File: config.mk
export PLATFORM = sky130hd
export DESIGN_NAME = cpe_config_pins
export DESIGN_NICKNAME = d
export VERILOG_FILES = /design/src/cpe_pkg.sv /design/src/cpe_config_pins.sv /design/src/cpe_pass_line.sv
export VERILOG_INCLUDE_DIRS = /design/src
export SDC_FILE = /design/constraint.sdc
export NUM_CORES = 1
export LEC_CHECK = 0
export ABC_AREA = 1
export BUFFER_PORTS_ARGS = -buffer_cell sky130_fd_sc_hd__buf_2
export CORE_MARGIN = 2
export CORE_UTILIZATION = 30
export CTS_BUF_LIST = sky130_fd_sc_hd__clkbuf_8
export DETAILED_ROUTE_END_ITERATION = 8
export GPL_TIMING_DRIVEN = 0
export PLACE_DENSITY = 0.7
export REMOVE_ABC_BUFFERS = 1
export SYNTH_ARGS = -nofsm -noshare
export SYNTH_HDL_FRONTEND = slang
export SYNTH_HIERARCHICAL = 1
export SYNTH_SLANG_ARGS = --single-unit
File: constraint.sdc
create_clock -name clk_i -period 1.5 [get_ports clk_i]
set_clock_uncertainty 0.2 [all_clocks]
set_input_delay 0.075 -clock clk_i [delete_from_list [all_inputs] [get_ports clk_i]]
set_output_delay 0.075 -clock clk_i [all_outputs]
set_load 0.02 [all_outputs]
File: src/cpe_params.svh
// constants for the configuration pin emulation block
// assumes inclusion by bare name from the design files
`ifndef CPE_PARAMS_SVH
`define CPE_PARAMS_SVH
`define CPE_PASS_DELAY_NS     50
`define CPE_CLK_PERIOD_NS     25
`define CPE_BUS_WIDTH         8
`define CPE_FLAG_BIT          7
`define CPE_DONE_RESET_VAL    1'b1
`define CPE_MODE_SLAVE_SERIAL 1'b1
`endif

File: src/cpe_pkg.sv
// types shared by the configuration pin emulation block
// assumes no surroundings beyond the params header
package cpe_pkg;
   typedef struct packed {
      logic select_low_n;
      logic select_high;
      logic read_strobe_n;
      logic store_strobe_n;
   } cpe_host_strb_t;

   typedef struct packed {
      logic test_data_in;
      logic test_clock;
      logic test_mode_select;
   } cpe_scan_t;

   typedef enum logic [1:0] {
      CPE_ST_USER  = 2'b00,
      CPE_ST_SETUP = 2'b01
   } cpe_state_t;
endpackage : cpe_pkg

File: src/cpe_config_pins.sv
// Overview of operation
// setup clock pin is input only
// pulled-up completion pin low enables setup pins
// reset or reprogram low resets device
// readback trigger and readback line ignored
// scan inputs pulled up during setup
// handshake flag, high-during-setup high in setup
// open-drain phase flag reads high in setup
// low-during-setup driven low in setup
// slave serial bits passed after fixed delay
// pass output inactive outside slave serial
// mode select inputs have no effect
// peripheral read puts flag on bit 7
// byte bus pulled up during setup
// undefined setup pins have no function
// global clock pins are ordinary inputs
// no register preload from output pins
// completion asserted right after power-up
// completion not cleared by reset by default
// completion high: pins are user pins
//
// top of the configuration pin emulation logic
// assumes clk_i at 40 MHz; pins arrive asynchronous and are synchronised
`timescale 1ns/100ps
`include "cpe_params.svh"
module cpe_config_pins #(
   parameter int unsigned BUS_WIDTH       = `CPE_BUS_WIDTH,
   parameter bit          DONE_RESET_OPT  = 1'b0,
   parameter bit          SLAVE_SERIAL    = `CPE_MODE_SLAVE_SERIAL
) (
   input  wire logic                  clk_i,
   input  wire logic                  rstn_i,
   input  wire logic                  reprogram_n_i,
   input  wire logic                  setup_clock_i,
   input  wire logic                  setup_complete_i,
   output logic                       setup_complete_o,
   output logic                       setup_complete_oe_o,
   output logic                       setup_complete_pu_o,
   input  wire logic                  mode_zero_readback_trigger_i,
   input  wire logic                  mode_one_readback_line_i,
   input  wire logic                  mode_sel_zero_i,
   input  wire logic                  mode_sel_one_i,
   input  wire logic                  mode_sel_two_i,
   input  wire logic                  serial_cfg_in_i,
   output logic                       serial_cfg_pass_out_o,
   output logic                       serial_cfg_pass_oe_o,
   input  wire cpe_pkg::cpe_host_strb_t host_strb_i,
   input  wire logic [BUS_WIDTH-1:0]  host_byte_bus_i,
   output logic      [BUS_WIDTH-1:0]  host_byte_bus_o,
   output logic      [BUS_WIDTH-1:0]  host_byte_bus_oe_o,
   output logic      [BUS_WIDTH-1:0]  host_byte_bus_pu_o,
   output logic                       host_handshake_flag_o,
   output logic                       high_during_setup_o,
   output logic                       low_during_setup_o,
   output logic                       setup_phase_flag_o,
   output logic                       setup_phase_flag_oe_o,
   output logic                       setup_phase_flag_pu_o,
   input  wire cpe_pkg::cpe_scan_t    scan_i,
   output logic                       scan_pu_o,
   output logic                       user_mode_o,
   output logic                       device_reset_o
);
   localparam int unsigned PASS_CYC_RAW =
      (`CPE_PASS_DELAY_NS + `CPE_CLK_PERIOD_NS - 1) / `CPE_CLK_PERIOD_NS;
   // two sync flops and the output flop add to the line;
   // limitation: pass latency is never below four cycles
   localparam int unsigned PASS_CYC = (PASS_CYC_RAW < 4) ? 1
                                      : PASS_CYC_RAW - 3;

   if (BUS_WIDTH <= `CPE_FLAG_BIT) begin : g_bad_width
      $error("cpe_config_pins: BUS_WIDTH must cover the flag bit");
   end

   // two-flop synchronisers; stage one read only by stage two
   localparam int unsigned NSYNC = 7;
   logic [NSYNC-1:0] raw_w;
   logic [NSYNC-1:0] sync1_q;
   logic [NSYNC-1:0] sync2_q;
   assign raw_w = {reprogram_n_i, setup_complete_i, serial_cfg_in_i,
                   host_strb_i.select_low_n, host_strb_i.select_high,
                   host_strb_i.read_strobe_n, host_strb_i.store_strobe_n};

   genvar s;
   generate
      for (s = 0; s < NSYNC; s++) begin : g_sync
         always_ff @(posedge clk_i) begin
            if (!rstn_i) begin
               sync1_q[s] <= 1'b1;
               sync2_q[s] <= 1'b1;
            end else begin
               sync1_q[s] <= raw_w[s];
               sync2_q[s] <= sync1_q[s];
            end
         end
      end
   endgenerate

   wire reprog_n_s  = sync2_q[6];
   wire done_pin_s  = sync2_q[5];
   wire din_s       = sync2_q[4];
   wire cs_lo_n_s   = sync2_q[3];
   wire cs_hi_s     = sync2_q[2];
   wire rd_n_s      = sync2_q[1];
   wire wr_n_s      = sync2_q[0];

   // reprogram clears the pass and bus flops too, not the synchronisers
   wire rst_all_n_w = rstn_i && reprog_n_s;

   // reset pins reset the device logic
   assign device_reset_o = !rstn_i || !reprog_n_s;

   // completion: high from power-up, no config data awaited
   // only the reset option may clear it
   logic done_q;
   logic done_d;
   assign done_d = (DONE_RESET_OPT && !reprog_n_s) ? 1'b0 : 1'b1;
   always_ff @(posedge clk_i) begin
      if (!rstn_i && DONE_RESET_OPT) begin
         done_q <= 1'b0;
      end else begin
         done_q <= done_d;
      end
   end

   // pin is pulled up; outside world may hold it low
   // released driver: open-drain low only while reset option active
   assign setup_complete_o    = 1'b0;
   assign setup_complete_oe_o = !done_q;
   assign setup_complete_pu_o = 1'b1;

   // setup mode exists only while the pin is seen low
   wire in_setup_w = !done_pin_s;
   assign user_mode_o = !in_setup_w;

   // status outputs follow the completion pin
   assign host_handshake_flag_o = in_setup_w;
   assign high_during_setup_o   = in_setup_w;
   assign low_during_setup_o    = !in_setup_w;

   // open-drain: released in setup so pull-up reads high
   assign setup_phase_flag_o    = 1'b0;
   assign setup_phase_flag_oe_o = 1'b0;
   assign setup_phase_flag_pu_o = 1'b1;

   // scan inputs pulled up only during setup
   assign scan_pu_o = in_setup_w;

   // serial pass-through; bits never absorbed
   logic pass_w;
   cpe_pass_line #(
      .DEPTH (PASS_CYC)
   ) u_pass (
      .clk_i  (clk_i),
      .rstn_i (rst_all_n_w),
      .data_i (din_s),
      .data_o (pass_w)
   );

   // the pass output drives only in slave serial setup
   logic pass_q;
   logic pass_oe_q;
   wire  pass_en_w = SLAVE_SERIAL && in_setup_w;
   always_ff @(posedge clk_i) begin
      if (!rst_all_n_w) begin
         pass_q    <= 1'b0;
         pass_oe_q <= 1'b0;
      end else begin
         pass_q    <= pass_en_w ? pass_w : 1'b0;
         pass_oe_q <= pass_en_w;
      end
   end
   assign serial_cfg_pass_out_o = pass_q;
   assign serial_cfg_pass_oe_o  = pass_oe_q;

   // peripheral status read puts the flag on bus bit 7
   wire status_rd_w = in_setup_w && !cs_lo_n_s && !rd_n_s
                      && wr_n_s && cs_hi_s;
   logic [BUS_WIDTH-1:0] bus_q;
   logic [BUS_WIDTH-1:0] bus_oe_q;
   always_ff @(posedge clk_i) begin
      if (!rst_all_n_w) begin
         bus_q    <= '0;
         bus_oe_q <= '0;
      end else begin
         bus_q    <= '0;
         bus_oe_q <= '0;
         if (status_rd_w) begin
            bus_q[`CPE_FLAG_BIT]    <= host_handshake_flag_o;
            bus_oe_q[`CPE_FLAG_BIT] <= 1'b1;
         end
      end
   end
   assign host_byte_bus_o    = bus_q;
   assign host_byte_bus_oe_o = bus_oe_q;

   // pull-ups on every bus line during setup
   assign host_byte_bus_pu_o = {BUS_WIDTH{in_setup_w}};

   // ignored inputs: clock, readback, mode selects, bus data, scan.
   // kept unread on purpose; levels cannot change behaviour
   // setup clock is input only, never driven
   // readback pins ignored, no contents to return
   // mode selects have no effect
   // other setup pins carry no function
   // global clocks are plain user inputs
   // no register preload path exists
endmodule : cpe_config_pins

File: src/cpe_pass_line.sv
// delay line for the serial pass-through path
// assumes its input is already synchronised to clk_i
`timescale 1ns/100ps
module cpe_pass_line #(
   parameter int unsigned DEPTH = 2
) (
   input  wire logic clk_i,
   input  wire logic rstn_i,
   input  wire logic data_i,
   output logic      data_o
);
   logic [DEPTH-1:0] shift_q;

   if (DEPTH < 1) begin : g_bad_depth
      $error("cpe_pass_line: DEPTH must be at least one");
   end

   // one flop per stage; fixed latency, nothing absorbed
   genvar g;
   generate
      for (g = 0; g < DEPTH; g++) begin : g_stage
         always_ff @(posedge clk_i) begin
            if (!rstn_i) begin
               shift_q[g] <= 1'b0;
            end else begin
               shift_q[g] <= (g == 0) ? data_i : shift_q[(g == 0) ? 0 : g-1];
            end
         end
      end
   endgenerate

   assign data_o = shift_q[DEPTH-1];
endmodule : cpe_pass_line

Word level (Yosys, flattened, before mapping)
Index checks and enable logic that the tools add are counted.
Cells by class
  bitwise operators: 1
  reductions and logical operators: 13
  multiplexer cells: 1
Operators by type and width (count)
  $logic_and A1 B1 Y1: 5
  $logic_not A1 Y1: 5
  $reduce_and A2 Y1: 1
  $reduce_or A2 Y1: 1
  $logic_or A1 B1 Y1: 1
  $mux W1: 1
  $not A1 Y1: 1
Storage, ports and cells
  word-level logic and storage cells: 36
  output and inout port bits: 38
  register bits: 33

Depth between registers and ports, before layout
  depth in word-level cells: 6
  depth in mapped cells: 4

Cells and area by module
Netlist, hierarchy kept.
By module, submodules not included
  cpe_config_pins: cells each 92, instances 1, sequential area each 360.3 µm², area each 760.7 µm²
  cpe_pass_line: cells each 3, instances 1, sequential area each 20.0 µm², area each 27.5 µm²

Worst setup path after synthesis
No wires, ideal clock.
  kind: register to output
  start point: reg sync2_q[5], in the netlist low_during_setup_o
  end point: out host_byte_bus_pu_o[0]
  stages on the path, launching flop included: 3
  arrival time: 0.975 ns
  path slack: 0.250 ns
  cells stage by stage: dfxtp_1 -> inv_1 -> buf_4
On the way
  cells in the longest elaborated chain, start to end: 1
RTL lines
  from (decl): RTL line cpe_config_pins.sv:78  | logic [NSYNC-1:0] sync2_q;
  from (signal, indexed assignment): RTL line cpe_config_pins.sv:92  | sync2_q[s] <= sync1_q[s];
  $logic_not A1 Y1: RTL line cpe_config_pins.sv:132  | wire in_setup_w = !done_pin_s;
  to (decl): RTL line cpe_config_pins.sv:51  | output logic [BUS_WIDTH-1:0] host_byte_bus_pu_o,
No other way between the ends.

Worst setup path in the final report
  start point: in host_strb_i[2] in the netlist's numbering
  end point: reg sync1_q[2]
RTL lines
  from (decl): RTL line cpe_config_pins.sv:47  | input wire cpe_pkg::cpe_host_strb_t host_strb_i,
  to (signal, indexed assignment): RTL line cpe_config_pins.sv:91  | sync1_q[s] <= raw_w[s];
  to (decl): RTL line cpe_config_pins.sv:77  | logic [NSYNC-1:0] sync1_q;
No word-level cell between the ends.

==> metrics.txt <==
status=complete, no violations; antenna violations before repair=0; cell area after layout=992 sq um; max reg flops=7; kind of critical path=in2reg; Post-Route WL=1010 um; vias in the first global route=around 400; Most flops, register=sync1_q; Initial Utilization=31.8%; Worst-Skew Late Latency=250 ps; Post CTS Setup Buffer Count=0; crit end category=flop; most frequent cells in the layout=buf_2, conb_1, dfxtp_1; cts repair resizes=0; total power divided by cell area=1030 nW/um^2; Nets=154; Initial DRC Count=10; CP Launch Type=primary input; vias per inst=3.32; share of layout cells above drive strength 1=25.2%; fillers=264; Non-Filler Instances=157; unrepaired setup endpoints after global routing=no; TritonRoute pass-1 iters=3; dpl cells=137; Post-Syn Instances=95; Yosys reg bits=19; Final Cycle Share=93.9%; first-pass GRT wire length=~1700 um; register area share after synthesis=48.3%; maximum resistive drop on vdd=628 uV; clk root buf=clkbuf_8; hold crit path type=reg2reg; static leakage=0.585 nW; Distinct cells, synth=11; Final GP Congestion=0.635; # H-tree levels=1; CTS tree=done; Max-Cap Viols=0; Total GRT Usage=7.14%; Critical Path Fanout Max=1; placed cell areas=786 sq um; CTS Buffer Depth=2; yosys warns=6; grt ovf=0; routed length per instance=6.44 um; Mean Syn Cell Area=8.30 sq um; Site Rows=18; Peak Freq=710 MHz; Antenna Nets Post-Route=0; # diodes=0; # IOs=64; Tmin final=1410 ps; Die Height=55.3 um; Worst Path Arrival=1350 ps; Worst EP required=1440 ps; Final Hold Fails=0; mapped cell area=just under 800 sq um; fin. max-slew vios=0; Vias=about 520; Final setup viols=0; die area=between 3000 and 4000 sq um; clock buffer count from CTS=3; Post-DP HPWL=712 um; Worst-path clk slew=approximately 70 ps; synth-to-layout area growth=25.9%; largest net degree at the start of global routing=12; residual DRC count=0; total power=1.02 mW; clk sinks=19; most common cell after layout, fill and taps aside=buf_2; core outline area=about 2500 sq um; die width=~55 um; port bufs=26
-- power breakdown --
group / total, mW / switching, mW / leakage [nW] / internal (mW)
logic: 0.151 / 0.0973 / 0.403 / 0.0540
registers: 0.532 / 0.00635 / 0.157 / 0.525
clock network: 0.340 / 0.155 / 0.0255 / 0.184
total: 1.02 / 0.259 / 0.585 / 0.763
-- metal layers --
metal	global-route usage (%)	part of all wire [%]
met4	3.14	0
met5	0	0
met2	11.7	48
met1	7.27	38
met3	4.22	14
-- cell type report --
class	instances	area (sq um)	share of cell area, %
clock buffer	3	41.3	4.16
clock inverter	1	5.00	0.504
inverter	19	71.3	7.19
multi-input combinational	43	166	16.8
sequential	19	380	38.3
tap	30	37.5	3.78
timing repair buffer	42	290	29.3
-- repair_timing --
item,in CTS,in global routing
setup endpoints to repair,0,0
hold buffers,16,0
hold endpoints to repair,14,0
-- metrics by stage --
step	hold WS (ps)	util [%]	setup WS, ps	TNS [ps]
2_1_floorplan	-56.3	-	-562	-6190
3_3_place_gp	46.6	31.7	518	0
3_5_place_dp	48.1	31.7	486	0
4_1_cts	211	40.1	95.2	0
5_1_grt	232	40.1	39.2	0
6_report	207	40.1	91.7	0
-- logic make-up (layout without fill, tap and decap cells) --
family,count (synthesis),after routing,synth area share (%)
flops,19,19,48.3
buf+inv,51,65,39.2
simple gates,23,23,11.6
other cells,2,20,0.953
-- Yosys cell counts, drive strengths merged --
| cell | number | share of area, % |
|---|---|---|
| buf | 32 | 30 |
| conb | 2 | 0.95 |
| dfxtp | 19 | 48 |
| inv | 19 | 9.0 |
| nand2 | 17 | 8.4 |
| nand3 | 1 | 0.63 |
| nor2 | 4 | 1.9 |
| nor3 | 1 | 0.63 |
-- worst max-delay path, stage by stage --
cell	delay, ps
dlygate4sd3_1	540
buf_2	120
inv_1	40
nand2_1	40
dlygate4sd3_1	550
-- final timing paths --
path / slack [ps] / cells past startpoint / start / to
hold reg to reg: 210 / 2 / sync1_q[1] / rd_n_s
setup / recovery: 90 / 5 / host_strb_i[2] / sync1_q[2]
setup reg to reg: 600 / 3 / low_during_setup_o / host_byte_bus_o[7]
hold / removal: 210 / 2 / sync1_q[1] / rd_n_s
(Power assumes the default switching activity.)
